<file path="config.mk">
export PLATFORM = sky130hd
export DESIGN_NAME = standby_break_reset_status
export DESIGN_NICKNAME = d
export VERILOG_FILES = /design/src/verilog/standby_break_reset_status.v
export VERILOG_INCLUDE_DIRS = /design/src /design/src/verilog
export SDC_FILE = /design/constraint.sdc
export NUM_CORES = 1
export LEC_CHECK = 0
export BUFFER_PORTS_ARGS = -buffer_cell sky130_fd_sc_hd__buf_2
export CAP_MARGIN = 30
export CORE_ASPECT_RATIO = 0.7
export CORE_UTILIZATION = 40
export DETAILED_ROUTE_END_ITERATION = 16
export GPL_TIMING_DRIVEN = 0
export PLACE_DENSITY = 0.71
export SETUP_SLACK_MARGIN = 0.05
export SKIP_LAST_GASP = 1
export SLEW_MARGIN = 30
export SYNTH_ARGS = -nofsm -noshare
export SYNTH_HDL_FRONTEND = slang
export SYNTH_SLANG_ARGS = --single-unit
</file>
<file path="constraint.sdc">
create_clock -name clock_i -period 2.5 [get_ports clock_i]
set_input_delay 0 -clock clock_i [delete_from_list [all_inputs] [get_ports clock_i]]
set_output_delay 0 -clock clock_i [all_outputs]
set_load 0.02 [all_outputs]
</file>
<file path="src/verilog/standby_break_reset_status_defs.vh">
// Constants for the standby, break and reset-status unit.
`ifndef STANDBY_BREAK_RESET_STATUS_DEFS_VH
`define STANDBY_BREAK_RESET_STATUS_DEFS_VH

// =============================================================
// Register indices (byte address is four times the index)
`define IDX_BREAK_STATUS        16'hfe00
`define IDX_RESET_CAUSE         16'hfe01
`define IDX_BREAK_FLAG_CONTROL  16'hfe03
`define IDX_CONV_PENDING        16'hfe06

// =============================================================
// Field positions
`define BIT_BREAK_IN_STANDBY    1
`define BIT_BREAK_CLEAR_ENABLE  7
`define BIT_CONVERT_DONE        0
`define BIT_POWER_ON            7
`define BIT_PIN                 6
`define BIT_WATCHDOG            5
`define BIT_BAD_OPCODE          4
`define BIT_BAD_ADDRESS         3
`define BIT_MONITOR_ENTRY       2
`define BIT_LOW_VOLTAGE         1

// =============================================================
// Reset values
`define RST_BREAK_STATUS        8'h00
`define RST_RESET_CAUSE         8'h00
`define RST_BREAK_FLAG_CONTROL  8'h00

// =============================================================
// Stop recovery timing, in quad-rate oscillator cycles
`define STOP_RECOVERY_LONG_CYC  4096
`define STOP_RECOVERY_SHORT_CYC 32
`define QUAD_CYC_PER_BUS_CYC    4
`define MONITOR_VECTOR_ONES     16'hffff

`endif

</file>
<file path="src/verilog/standby_break_reset_status.v">
// Reset priority, break state, flag protection, wait and stop control with APB registers.
// Contract
// Convert-done pending bit live; other bits zero.
// All reset sources equal, above interrupts.
// Break request forces software trap vector.
// In break, flag clears need clear enable.
// Flags cleared in break stay cleared.
// Two-step clears protected; second step later clears.
// Wait or stop clears global interrupt mask.
// Wait gates CPU clock, peripherals keep running.
// Enabled module interrupt wakes CPU from wait.
// Wait wake stacking starts one cycle later.
// Standby exit is reset pin, interrupt, break.
// Break during wait sets break-in-standby flag.
// Watchdog enabled unless disabled, runs in wait.
// Stop resets counter, disables both oscillator clocks.
// Interrupt, reset or break ends stop mode.
// Recovery is 4096 or 32 quad cycles.
// Counter held in stop, then times recovery.
// Crystal systems should keep short recovery off.
// Reset cause flags per source, power-on clears others.
// Reading cause register clears; power-on sets flag.
// Monitor entry flag on erased vector, high pin.
// Decode break status, reset cause, flag control.
`timescale 1ns/1ps
`default_nettype none
`include "standby_break_reset_status_defs.vh"

module standby_break_reset_status #(
  parameter LONG_RECOVERY_CYC  = `STOP_RECOVERY_LONG_CYC,
  parameter SHORT_RECOVERY_CYC = `STOP_RECOVERY_SHORT_CYC
) (
  input  wire        clock_i,
  input  wire        arst_n_i,
  // APB slave.
  input  wire        psel_i,
  input  wire        penable_i,
  input  wire        pwrite_i,
  input  wire [31:0] paddr_i,
  input  wire [31:0] pwdata_i,
  output wire [31:0] prdata_o,
  output wire        pready_o,
  output wire        pslverr_o,
  // Reset sources, synchronous levels.
  input  wire        power_on_i,
  input  wire        pin_reset_i,
  input  wire        watchdog_reset_i,
  input  wire        bad_opcode_i,
  input  wire        bad_address_i,
  input  wire        low_voltage_i,
  input  wire [15:0] reset_vector_i,
  input  wire        irq_pin_at_supply_i,
  // CPU and module events.
  input  wire        break_req_i,
  input  wire        break_exit_i,
  input  wire        wait_exec_i,
  input  wire        stop_exec_i,
  input  wire        module_irq_i,
  input  wire        convert_done_req_i,
  input  wire        watchdog_disable_i,
  input  wire        short_stop_recovery_i,
  // Control outputs.
  output wire        core_reset_o,
  output wire        force_trap_o,
  output wire        break_state_o,
  output wire        flag_clear_allow_o,
  output wire        clear_imask_o,
  output wire        cpu_clk_en_o,
  output wire        periph_clk_en_o,
  output wire        bus_clock_double_en_o,
  output wire        bus_clock_quad_en_o,
  output wire        counter_hold_o,
  output wire        stack_start_o,
  output wire        watchdog_run_o
);

  // =============================================================
  // Standby states
  localparam [1:0] ST_RUN     = 2'b00;
  localparam [1:0] ST_WAIT    = 2'b01;
  localparam [1:0] ST_STOP    = 2'b10;
  localparam [1:0] ST_RECOVER = 2'b11;
  // Full-width copies, cut on purpose to the 13-bit counter, which
  // holds the longest delay of 4096 quad cycles with room to spare.
  localparam [31:0] LONG_FULL  = LONG_RECOVERY_CYC;
  localparam [31:0] SHORT_FULL = SHORT_RECOVERY_CYC;
  localparam [31:0] QUAD_FULL  = `QUAD_CYC_PER_BUS_CYC;
  localparam [12:0] LONG_CNT   = LONG_FULL[12:0];
  localparam [12:0] SHORT_CNT  = SHORT_FULL[12:0];
  localparam [12:0] QUAD_STEP  = QUAD_FULL[12:0];

  // Index match for a word-aligned APB address.
  // Each register owns one aligned word at four times its index, so
  // a set upper bit or a byte offset misses every register.
  function hit;
    input [31:0] addr;
    input [15:0] idx;
    begin
      hit = (addr[1:0] == 2'b00) && (addr[31:18] == 14'h0000) && (addr[17:2] == idx);
    end
  endfunction

  reg  [1:0]  state_reg;
  reg  [12:0] sic_count_reg;
  reg         break_in_standby_reg;
  reg         break_clear_enable_reg;
  reg  [7:0]  reset_cause_reg;
  reg         break_state_reg;
  reg         break_req_d_reg;
  reg         mon_check_reg;
  reg         mon_reset_reg;
  reg         core_reset_reg;
  reg         force_trap_reg;
  reg         clear_imask_reg;
  reg         stack_start_reg;
  reg         stack_after_rec_reg;
  reg  [31:0] prdata_reg;
  reg         pready_reg;
  reg         pslverr_reg;
  reg         cpu_clk_en_reg;
  reg         periph_clk_en_reg;
  reg         osc_en_reg;
  reg         counter_hold_reg;
  reg         watchdog_run_reg;

  wire        any_reset;
  wire        standby_exit;
  wire        break_rise;
  wire        setup_phase;
  wire        access_done;
  wire        mapped;
  wire [12:0] recovery_limit;
  wire [7:0]  cause_set;
  reg  [1:0]  state_next;
  reg  [7:0]  read_byte;

  // =============================================================
  // Event decode
  // Every reset source acts alike; no arbitration among them.
  // A reset pin level also counts as a standby exit, but the reset
  // term that gates the stacking strobe wins, so it raises no stacking.
  assign any_reset    = power_on_i | pin_reset_i | watchdog_reset_i | bad_opcode_i |
                        bad_address_i | low_voltage_i | mon_reset_reg;
  assign standby_exit = pin_reset_i | module_irq_i | break_req_i;
  assign break_rise   = break_req_i & ~break_req_d_reg;
  assign recovery_limit = short_stop_recovery_i ? SHORT_CNT : LONG_CNT;
  assign setup_phase  = psel_i & ~penable_i;
  assign access_done  = psel_i & penable_i & pready_reg;
  assign mapped       = hit(paddr_i, `IDX_BREAK_STATUS) | hit(paddr_i, `IDX_RESET_CAUSE) |
                        hit(paddr_i, `IDX_BREAK_FLAG_CONTROL) | hit(paddr_i, `IDX_CONV_PENDING);

  // Flags for the causes present at this cycle.
  assign cause_set = {power_on_i, pin_reset_i, watchdog_reset_i, bad_opcode_i,
                      bad_address_i, mon_reset_reg, low_voltage_i, 1'b0};

  // =============================================================
  // Read multiplexer
  // Read data for the addressed register; reserved bits read zero.
  // The mux sees the address in the setup cycle, so the word is
  // captured one cycle before the access phase that returns it.
  // Converter pending is a live copy of the request, never latched.
  always @*
  begin
    read_byte = 8'h00;
    if (hit(paddr_i, `IDX_BREAK_STATUS))
      read_byte[`BIT_BREAK_IN_STANDBY] = break_in_standby_reg;
    else if (hit(paddr_i, `IDX_RESET_CAUSE))
      read_byte = reset_cause_reg;
    else if (hit(paddr_i, `IDX_BREAK_FLAG_CONTROL))
      read_byte[`BIT_BREAK_CLEAR_ENABLE] = break_clear_enable_reg;
    else if (hit(paddr_i, `IDX_CONV_PENDING))
      read_byte[`BIT_CONVERT_DONE] = convert_done_req_i;
  end

  // =============================================================
  // Standby state machine
  // Next state; any reset returns to run ahead of interrupts.
  // Run accepts wait or stop; stop wins if both strobes arrive at once.
  // Wait returns to run on any standby exit, with no delay.
  // Stop moves to recovery on an interrupt or break; the oscillator
  // needs the recovery time before the core may fetch again.
  // Recovery ends when the counter reaches the selected limit.
  always @*
  begin
    state_next = state_reg;
    case (state_reg)
      ST_RUN:
      begin
        if (stop_exec_i)
          state_next = ST_STOP;
        else if (wait_exec_i)
          state_next = ST_WAIT;
      end
      ST_WAIT:
      begin
        if (standby_exit)
          state_next = ST_RUN;
      end
      ST_STOP:
      begin
        if (module_irq_i | break_req_i)
          state_next = ST_RECOVER;
      end
      ST_RECOVER:
      begin
        if (sic_count_reg >= recovery_limit)
          state_next = ST_RUN;
      end
      default:
        state_next = ST_RUN;
    endcase
    if (any_reset)
      state_next = ST_RUN;
  end

  // =============================================================
  // Sequencing registers
  // State, recovery counter, clock enables and CPU strobes.
  // Every enable is built from the next state, so the outputs change
  // on the same edge as the state and never lag it by a cycle.
  // The stacking strobe is a single-cycle pulse for the core.
  always @(posedge clock_i or negedge arst_n_i)
  begin
    if (!arst_n_i)
    begin
      state_reg           <= ST_RUN;
      sic_count_reg       <= 13'h0000;
      core_reset_reg      <= 1'b0;
      force_trap_reg      <= 1'b0;
      clear_imask_reg     <= 1'b0;
      stack_start_reg     <= 1'b0;
      stack_after_rec_reg <= 1'b0;
      break_req_d_reg     <= 1'b0;
      break_state_reg     <= 1'b0;
      cpu_clk_en_reg      <= 1'b1;
      periph_clk_en_reg   <= 1'b1;
      osc_en_reg          <= 1'b1;
      counter_hold_reg    <= 1'b0;
      watchdog_run_reg    <= 1'b0;
    end
    else
    begin
      state_reg       <= state_next;
      core_reset_reg  <= any_reset;
      break_req_d_reg <= break_req_i;
      // A break forces the CPU to the trap vector, never during reset.
      force_trap_reg  <= break_rise & ~any_reset;
      if (any_reset | break_exit_i)
        break_state_reg <= 1'b0;
      else if (break_rise)
        break_state_reg <= 1'b1;
      // Entering either standby mode lets interrupts wake the CPU.
      clear_imask_reg <= (state_reg == ST_RUN) & (wait_exec_i | stop_exec_i) & ~any_reset;
      // Wake from wait: stacking strobe follows one cycle later.
      stack_start_reg <= ~any_reset & (((state_reg == ST_WAIT) & (module_irq_i | break_req_i)) |
                         (stack_after_rec_reg & (state_next == ST_RUN) & (state_reg == ST_RECOVER)));
      if (any_reset)
        stack_after_rec_reg <= 1'b0;
      else if ((state_reg == ST_STOP) & (state_next == ST_RECOVER))
        stack_after_rec_reg <= 1'b1;
      else if (state_reg == ST_RUN)
        stack_after_rec_reg <= 1'b0;
      // Counter is held from stop entry until recovery, then counts quad cycles.
      if ((state_next == ST_STOP) | (state_next == ST_RUN) | (state_next == ST_WAIT))
        sic_count_reg <= 13'h0000;
      else
        sic_count_reg <= sic_count_reg + QUAD_STEP;
      counter_hold_reg  <= (state_next == ST_STOP);
      cpu_clk_en_reg    <= (state_next == ST_RUN);
      periph_clk_en_reg <= (state_next == ST_RUN) | (state_next == ST_WAIT);
      osc_en_reg        <= (state_next != ST_STOP);
      // Watchdog runs in run and wait when not disabled.
      watchdog_run_reg  <= ~watchdog_disable_i &
                           ((state_next == ST_RUN) | (state_next == ST_WAIT));
    end
  end

  // =============================================================
  // Software-visible registers
  // Flags, reset cause and APB handshake; a set wins over a clear.
  // The slave answers in the first access cycle with no wait state.
  // A read clears only the flags it returned; a cause that arrives on
  // the clearing edge stays set, so no reset can go unreported.
  // Writes to reserved bits and to unmapped words have no effect.
  always @(posedge clock_i or negedge arst_n_i)
  begin
    if (!arst_n_i)
    begin
      break_in_standby_reg   <= 1'b0;
      break_clear_enable_reg <= 1'b0;
      reset_cause_reg        <= `RST_RESET_CAUSE;
      mon_check_reg          <= 1'b0;
      mon_reset_reg          <= 1'b0;
      prdata_reg             <= 32'h00000000;
      pready_reg             <= 1'b0;
      pslverr_reg            <= 1'b0;
    end
    else
    begin
      pready_reg  <= setup_phase;
      pslverr_reg <= setup_phase & ~mapped;
      if (setup_phase)
        prdata_reg <= {24'h000000, read_byte};
      // Monitor entry is checked once after power-on releases.
      // The check uses the vector and the pin as they stand in the first
      // cycle after power-on falls; the resulting reset lasts one cycle.
      mon_reset_reg <= 1'b0;
      if (power_on_i)
        mon_check_reg <= 1'b1;
      else if (mon_check_reg)
      begin
        mon_check_reg <= 1'b0;
        mon_reset_reg <= (reset_vector_i == `MONITOR_VECTOR_ONES) & irq_pin_at_supply_i;
      end
      // Power-on leaves only its own flag; other causes add theirs.
      if (power_on_i)
      begin
        reset_cause_reg <= 8'h00;
        reset_cause_reg[`BIT_POWER_ON] <= 1'b1;
      end
      else if (access_done & ~pwrite_i & hit(paddr_i, `IDX_RESET_CAUSE))
        reset_cause_reg <= (reset_cause_reg & ~prdata_reg[7:0]) | cause_set;
      else
        reset_cause_reg <= reset_cause_reg | cause_set;
      // Break during wait marks the standby flag; writing zero clears it.
      if ((state_reg == ST_WAIT) & break_req_i)
        break_in_standby_reg <= 1'b1;
      else if (access_done & pwrite_i & hit(paddr_i, `IDX_BREAK_STATUS) &
               ~pwdata_i[`BIT_BREAK_IN_STANDBY])
        break_in_standby_reg <= 1'b0;
      if (access_done & pwrite_i & hit(paddr_i, `IDX_BREAK_FLAG_CONTROL))
        break_clear_enable_reg <= pwdata_i[`BIT_BREAK_CLEAR_ENABLE];
    end
  end

  // =============================================================
  // Flag protection
  // Peripherals may finish a clear only when this is high; a cleared flag
  // is never restored, and a pending second step waits for it.
  // The output falls on the same edge as the break state rises, so a
  // clear that the core issues in its first break cycle is blocked.
  // It stays high through reset so peripherals start unprotected.
  reg flag_clear_allow_reg;
  always @(posedge clock_i or negedge arst_n_i)
  begin
    if (!arst_n_i)
      flag_clear_allow_reg <= 1'b1;
    else
      flag_clear_allow_reg <= ~((break_state_reg | break_rise) & ~any_reset) |
                              break_clear_enable_reg;
  end

  // =============================================================
  // Outputs
  // Every output is a register; the two oscillator enables share one
  // flip-flop since stop is the only mode that halts them.
  assign prdata_o              = prdata_reg;
  assign pready_o              = pready_reg;
  assign pslverr_o             = pslverr_reg;
  assign core_reset_o          = core_reset_reg;
  assign force_trap_o          = force_trap_reg;
  assign break_state_o         = break_state_reg;
  assign flag_clear_allow_o    = flag_clear_allow_reg;
  assign clear_imask_o         = clear_imask_reg;
  assign cpu_clk_en_o          = cpu_clk_en_reg;
  assign periph_clk_en_o       = periph_clk_en_reg;
  assign bus_clock_double_en_o = osc_en_reg;
  assign bus_clock_quad_en_o   = osc_en_reg;
  assign counter_hold_o        = counter_hold_reg;
  assign stack_start_o         = stack_start_reg;
  assign watchdog_run_o        = watchdog_run_reg;

endmodule // standby_break_reset_status
`default_nettype wire

</file>
==> results of run 1 <==
cells by family after synthesis:
kind of cell / after synthesis / share of synthesized area (%)
multiplexers: 3 / 1.361
adder cells (fa/ha/maj): 4 / 2.017
AO/OA/AOI/OAI: 34 / 9.481
other: 1 / 0.1511
flip-flops: 48 / 48.61
XOR/XNOR: 10 / 3.530
buffers and inverters: 46 / 11.35
AND/OR/NAND/NOR: 103 / 23.50
critical path: stages:
cell           delay, ns
dlygate4sd3_1       0.53
buf_2               0.13
clkbuf_1            0.22
inv_1               0.16
nand4_1             0.09
nor4_1              0.30
and4_1              0.22
dlygate4sd3_1       0.53
worst max path at each step:
stage,start,endpoint,slack (ns)
2_1_floorplan,sic_count_reg[5]$_DFF_PN0_,cpu_clk_en_o$_DFF_PN1_,0.93
3_3_place_gp,sic_count_reg[5]$_DFF_PN0_,cpu_clk_en_o$_DFF_PN1_,0.72
4_1_cts,power_on_i,mon_reset_reg$_DFF_PN0_,0.54
3_5_place_dp,sic_count_reg[5]$_DFF_PN0_,cpu_clk_en_o$_DFF_PN1_,0.69
6_report,power_on_i,mon_reset_reg$_DFF_PN0_,0.56
5_1_grt,power_on_i,mon_reset_reg$_DFF_PN0_,0.44
power groups by stage:
| stage | clock network, uW | registers, uW | logic, uW |
|---|---|---|---|
| after detailed placement | 0 | 806 | 198 |
| final | 500 | 791 | 216 |
| after CTS | 516 | 791 | 216 |
| after global routing | 543 | 792 | 239 |
| after floorplan | 0 | 810 | 102 |
| after global placement | 0 | 806 | 194 |
routing by layer:
metal	track usage (%)	up-vias	wire [um]	part of all wire, %
li1	-	1105	-	-
met1	24.70	1035	2687	47
met2	27.39	63	2611	46
met3	4.000	7	345	6.1
met4	4.478	0	47	0.83
met5	0	-	0	0
area by class of cell:
cell class | instances | share of cell area (%)
Sequential cell | 48 | 35.59
Tap cell | 75 | 2.769
Timing Repair Buffer | 108 | 18.53
Buffer | 31 | 6.645
Inverter | 15 | 1.661
Multi-Input combinational cell | 178 | 31.86
Clock buffer | 8 | 2.953
placed cells by master, fill, tap and decap left out, types with 5 or more instances in the layout:
| cell type | n |
|---|---|
| a21oi_1 | 5 |
| clkbuf_8 | 7 |
| o21ai_0 | 11 |
| conb_1 | 24 |
| dlygate4sd3_1 | 17 |
| a311oi_1 | 6 |
| nor2_1 | 26 |
| nand3_1 | 16 |
| buf_2 | 90 |
| dfrtp_1 | 44 |
| nand2_1 | 15 |
| buf_4 | 26 |
| clkbuf_1 | 5 |
| nand4_1 | 7 |
| inv_1 | 13 |
| nor3_1 | 5 |
| xnor2_1 | 6 |
| nor4_1 | 7 |
through the flow:
stage               instance area [um^2]  std cells  setup WS [ns]
finish                              3390        463         0.5554
global route                        3390        463         0.4444
CTS                                 3390        463         0.5438
detailed placement                  3119        438         0.6913
global placement                    3117        438         0.7247
floorplan                           2567        272         0.9273
==> impl_metrics.csv, run 1 <==
group,metric,value,unit
sta,worst_hold_slack,0.03294,ns
status,status,"completed",
logic_synthesis,synth_top_cell_by_area,"dfrtp_1",
sta,setup-violations-final,0,
routing,drc,0,
logic_synthesis,yosysWarnings,0,
sta,drv_slew,0,
clocking,clock_sinks,48,
placed_design,gp_congestion,0.7884,
setup_path,cp_data_required_time,2.74,ns
cells_and_area,multi_input_area,1080,um^2
routing,drt_iter0_drc,77,
run,maxCapViolCount,0,
routing,avgViaCountPerCell,4.773,
cells_and_area,drive_gt1_share,36.86,%
logic_synthesis,yosys.cell_types.count,51,
clocking,clk_latency,0.30,ns
sta,timing.fmax,514.2,MHz
global_route,antenna_found_initial,0,
die,fp.dieW,96.14,um
global_route,track_usage,17.55,%
min_path,min_to,"clear_imask_o$_DFF_PN0_",
die,start_util,42.47,%
logic_synthesis,avgSynthCellArea,9.964,um^2
logic_synthesis,synth_edf_count,0,
cells_and_area,syn2layout_area_growth,36.61,%
logic_synthesis,yosysSeqAreaShare,48.61,%
setup_path,cp.arrival,2.18,ns
min_path,min_path_type,"input port to register",
die,rows,23,
cells_and_area,utilization,58.02,%
die,core_area,5842,um^2
power,pwr-share-comb,14.3,%
global_route,grt_pass1_wl,8687,um
routing,drt_wl_total,5691,um
clocking,cts_hold_buf,17,
setup_path,worstReg2RegStart,"sic_count_reg[5]$_DFF_PN0_",
power,power.share.clock,33.2,%
logic_synthesis,ys_ff_latch,48,
sta,tns,0,ns
power,p_int,1142,uW
power,p_per_area,444.6,nW/um^2
logic_synthesis,synthTopCellsByArea,"dfrtp_1 (44%), buf_4 (7.6%), dfstp_2 (4.2%), nor2_1 (3.9%), nand3_1 (3.2%)",
sta,tightestPinTransition,0.5943,ns
sta,min_period,1.945,ns
power,peakVddDrop,0.3505,mV
power,p_switching,365.0,uW
sta,rsz0062_at_grt,"no",
sta,slew_headroom,60.38,%
setup_path,r2r_end,"cpu_clk_en_o$_DFF_PN1_",
sta,hold_violations,0,
power,swShare,24.22,%
logic_synthesis,yosysMostFrequentCell,"dfrtp_1",
sta,fin_crit_sh,77.78,%
power,p_leak,0.001672,uW
cells_and_area,fill_cells,523,
clocking,cts_tree,"built",
logic_synthesis,synth_async_sr_flop_share,100.0,%
routing,first_pass_iters,4,
logic_synthesis,syn_area,2481,um^2
routing,ant_nets,0,
placed_design,io_buffers,91,
logic_synthesis,synthFlopType,"dfrtp_1",
clocking,cts_buffers,5,
die,die_area,6527,um^2
setup_path,path_class,"input port to register",
routing,via_count,2210,
sta,finalClockSkew,0.008002,ns
logic_synthesis,synth_cells,249,
logic_synthesis,yosysTopAreaCellShare,44.38,%
placed_design,hpwl,4390,um
logic_synthesis,synth_common_cells,"dfrtp_1 (44), nor2_1 (26), buf_4 (25)",
global_route,grt_pass1_vias,1933,
setup_path,reg2reg_setup_slack,0.66,ns
global_route,grt_max_degree,49,
clocking,clockBufferDepth,2,
setup_path,start_kind,"input port",
setup_path,crit_fanout,9,
power,finalPower,1507,uW
die,io_pins,146,
clocking,postCtsSetupBuffers,0,
power,seqPwrFrac,52.5,%
global_route,grt-ovfl-total,0,
cells_and_area,largest_register_ffs,11,
cells_and_area,fin_nets,491,
cells_and_area,seqCellArea,1206,um^2
setup_path,ff2ff_path_depth,6,
clocking,postCtsResizedCells,0,
min_path,hp-start,"stop_exec_i",
clocking,htreeDepth,2,
die,die_h,67.90,um
cells_and_area,diodes,0,
setup_path,crit_path_end_kind,"register",
clocking,cts_root_buf,"clkbuf_8",
min_path,min_path_cells,3,
routing,wl_per_cell,12.29,um
clocking,path_clk_slew,0.08,ns
Note: power is estimated with default switching activity, not from simulation.
==> inputs of run 2 (changes only) <==
--- a/config.mk
+++ b/config.mk
@@ -6,6 +6,7 @@
 export SDC_FILE = /design/constraint.sdc
 export NUM_CORES = 1
 export LEC_CHECK = 0
+export ABC_AREA = 1
 export BUFFER_PORTS_ARGS = -buffer_cell sky130_fd_sc_hd__buf_2
 export CAP_MARGIN = 30
 export CORE_ASPECT_RATIO = 0.7
==> constraint.sdc (replaced) <==
create_clock -name clock_i -period 1.95 [get_ports clock_i]
set_input_delay 0 -clock clock_i [delete_from_list [all_inputs] [get_ports clock_i]]
set_output_delay 0 -clock clock_i [all_outputs]
set_load 0.02 [all_outputs]
==> run 2 against run 1 <==
Effect of this change:
- sequential share of layout area is 0.85 points lower
- routed wire length is 2.6% lower
- clock skew shrank 0.0031 ns
- critical path depth fell by 2
- worst hold slack lost 0.014 ns
- final area grew 2.4%
- non-clock buffer count down 8
- register-to-register slack lost 0.46 ns
- clock-buffer cell count unchanged
- total power increased by 23%
- highest routed layer is now met3
- utilization fell by 2.4 points
- sequential power grew 29%
- critical path type unchanged
==> impl_metrics.csv, run 2 <==
group,metric,value,unit
cells_and_area,fin_area,3472,um^2
cells_and_area,fin_cells,538,
logic_synthesis,synth_cells,324,
global_route,grt_max_degree,49,
cells_and_area,final_cell_mix,"buf_2 (90), nand2_1 (58), nor2_1 (54)",
routing,drc,0,
routing,avgViaCountPerCell,4.323,
sta,worst_hold_slack,0.01891,ns
cells_and_area,fin_nets,563,
min_path,min_path_type,"input port to register",
logic_synthesis,avgSynthCellArea,8.013,um^2
routing,wl_per_cell,10.30,um
clocking,clk_latency,0.29,ns
die,core_area,6246,um^2
sta,drv_slew,0,
power,pwr-share-comb,14.9,%
setup_path,start_kind,"input port",
power,p_per_area,534.3,nW/um^2
setup_path,r2r_end,"sic_count_reg[5]$_DFF_PN0_",
global_route,track_usage,17.37,%
sta,tightestPinTransition,0.5837,ns
sta,hold_violations,0,
power,p_int,1393,uW
sta,tns,0,ns
die,io_pins,146,
logic_synthesis,synthFlopType,"dfrtp_1",
routing,ant_nets,0,
logic_synthesis,synth_async_sr_flop_share,100.0,%
power,p_switching,462.4,uW
cells_and_area,syn2layout_area_growth,33.73,%
routing,drt_wl_total,5543,um
setup_path,endpoint,"mon_reset_reg$_DFF_PN0_",
sta,finalClockSkew,0.004933,ns
setup_path,worstReg2RegStart,"sic_count_reg[5]$_DFF_PN0_",
global_route,grt_pass1_wl,9556,um
clocking,cts_buffers,5,
run,maxCapViolCount,0,
sta,rsz0062_at_grt,"no",
sta,slew_headroom,61.08,%
clocking,path_clk_slew,0.08,ns
logic_synthesis,synth_common_cells,"nand2_1 (59), nor2_1 (54), inv_1 (46)",
setup_path,cp.arrival,2.03,ns
logic_synthesis,yosysWarnings,0,
logic_synthesis,synthTopCellsByArea,"dfrtp_1 (42%), nand2_1 (8.5%), nor2_1 (7.8%), buf_4 (7.2%), inv_1 (6.7%)",
logic_synthesis,yosysMostFrequentCell,"nand2_1",
clocking,htreeDepth,2,
clocking,cts_tree,"built",
sta,timing.fmax,558.3,MHz
global_route,grt-ovfl-total,0,
die,rows,24,
die,start_util,41.57,%
placed_design,io_buffers,91,
placed_design,place_inst,516,
routing,via_count,2326,
logic_synthesis,yosysTopAreaCellShare,42.41,%
die,die_h,69.41,um
sta,setup-violations-final,0,
power,swShare,24.92,%
setup_path,reg2reg_setup_slack,0.20,ns
clocking,postCtsSetupBuffers,0,
setup_path,cp_data_required_time,2.19,ns
routing,first_pass_iters,6,
setup_path,crit_path_end_kind,"register",
status,status,"completed",
logic_synthesis,syn_area,2596,um^2
sta,min_period,1.791,ns
setup_path,cp-startpoint,"reset_vector_i[11]",
power,power.share.clock,30.3,%
logic_synthesis,synth_edf_count,0,
logic_synthesis,ys_ff_latch,48,
power,p_leak,0.001890,uW
clocking,cts_root_buf,"clkbuf_8",
cells_and_area,largest_register_ffs,11,
global_route,antenna_found_initial,0,
power,peakVddDrop,0.2477,mV
global_route,grt_pass1_vias,2259,
cells_and_area,diodes,0,
logic_synthesis,yosys.cell_types.count,33,
sta,fin_crit_sh,91.86,%
cells_and_area,final_common_cell,"buf_2",
setup_path,ff2ff_path_depth,14,
clocking,clock_sinks,48,
logic_synthesis,synth_top_cell_by_area,"dfrtp_1",
power,seqPwrFrac,54.8,%
setup_path,path_class,"input port to register",
placed_design,hpwl,4442,um
setup_path,crit_fanout,1,
routing,drt_iter0_drc,82,
die,die_area,6822,um^2
die,fp.dieW,98.29,um
placed_design,gp_congestion,0.8180,
cells_and_area,utilization,55.59,%
cells_and_area,drive_gt1_share,31.96,%
logic_synthesis,yosysSeqAreaShare,46.46,%
placed_design,dpl_cell_area,3238,um^2
clocking,clockBufferDepth,2,
==> run 2: cell count changes after synthesis, sizes merged, moves of 6 or more <==
cell / previous run / this run
nor2: 27 / 58
nand2: 15 / 63
a311oi: 6 / 0
inv: 14 / 48
nand3: 16 / 27
nor4: 8 / 1
==> run 2: cell families after synthesis <==
logic type / share of synthesized area, %
adders and majority gates: 1.928
DFF: 46.46
xor gates and xnor gates: 2.024
and+or+nand+nor: 29.88
other: 0.1444
buffers and inverters: 14.94
AOI/OAI and AO/OA: 4.626
==> run 2: how the worst min path moves through the flow <==
stage | cells after the start | slack, ns | endpoint | start
after floorplan | 0 | -0.30 | break_clear_enable_reg$_DFFE_PN0P_ | arst_n_i
after global placement | 1 | 0.14 | mon_check_reg$_DFF_PN0_ | power_on_i
after detailed placement | 1 | 0.05 | stack_start_o$_DFF_PN0_ | arst_n_i
after CTS | 3 | 0.002 | clear_imask_o$_DFF_PN0_ | wait_exec_i
after global routing | 3 | 0.02 | clear_imask_o$_DFF_PN0_ | wait_exec_i
final | 3 | 0.02 | clear_imask_o$_DFF_PN0_ | wait_exec_i
==> run 2: repair_timing <==
| action | 4_1_cts | 5_1_grt |
|---|---|---|
| hold endpoints to repair | 56 | 0 |
| setup endpoints to repair | 0 | 14 |
| resized for setup | 0 | 4 |
| hold buffers | 14 | 0 |
==> run 2: through the flow <==
step	setup slack [ns]	power, uW
5_1_grt	0.05020	1956
4_1_cts	0.1317	1877
3_5_place_dp	0.1635	1293
6_report	0.1588	1855
2_1_floorplan	0.3740	1183
3_3_place_gp	0.2011	1287
==> run 2: worst max-delay path: stages <==
cell and delay (ns):
dlygate4sd3_1 0.52, buf_2 0.09, nand4_1 0.05, dlygate4sd3_1 0.56, nor4b_2 0.23, dlygate4sd3_1 0.57
==> run 2: power groups by stage <==
stage	Sequential (uW)	Clock, uW	Combinational, uW
2_1_floorplan	1040	0	141
3_3_place_gp	1040	0	251
3_5_place_dp	1040	0	256
4_1_cts	1020	584	276
5_1_grt	1020	629	307
6_report	1020	562	276
==> run 2: area by class of cell <==
class | count | area, um^2
fill | 621 | 2774
buffer | 26 | 198.9
timing repair buffer | 105 | 598.1
clock buffer | 8 | 80.08
inverter | 50 | 188.9
sequential | 48 | 1206
multi-input combinational | 223 | 1102
tap | 78 | 97.59
==> run 2: per-layer routing <==
metal	share of wire, %	track usage [%]
met4	0	4.478
met5	0	0
met2	46	28.95
met3	5.4	3.831
met1	49	23.04
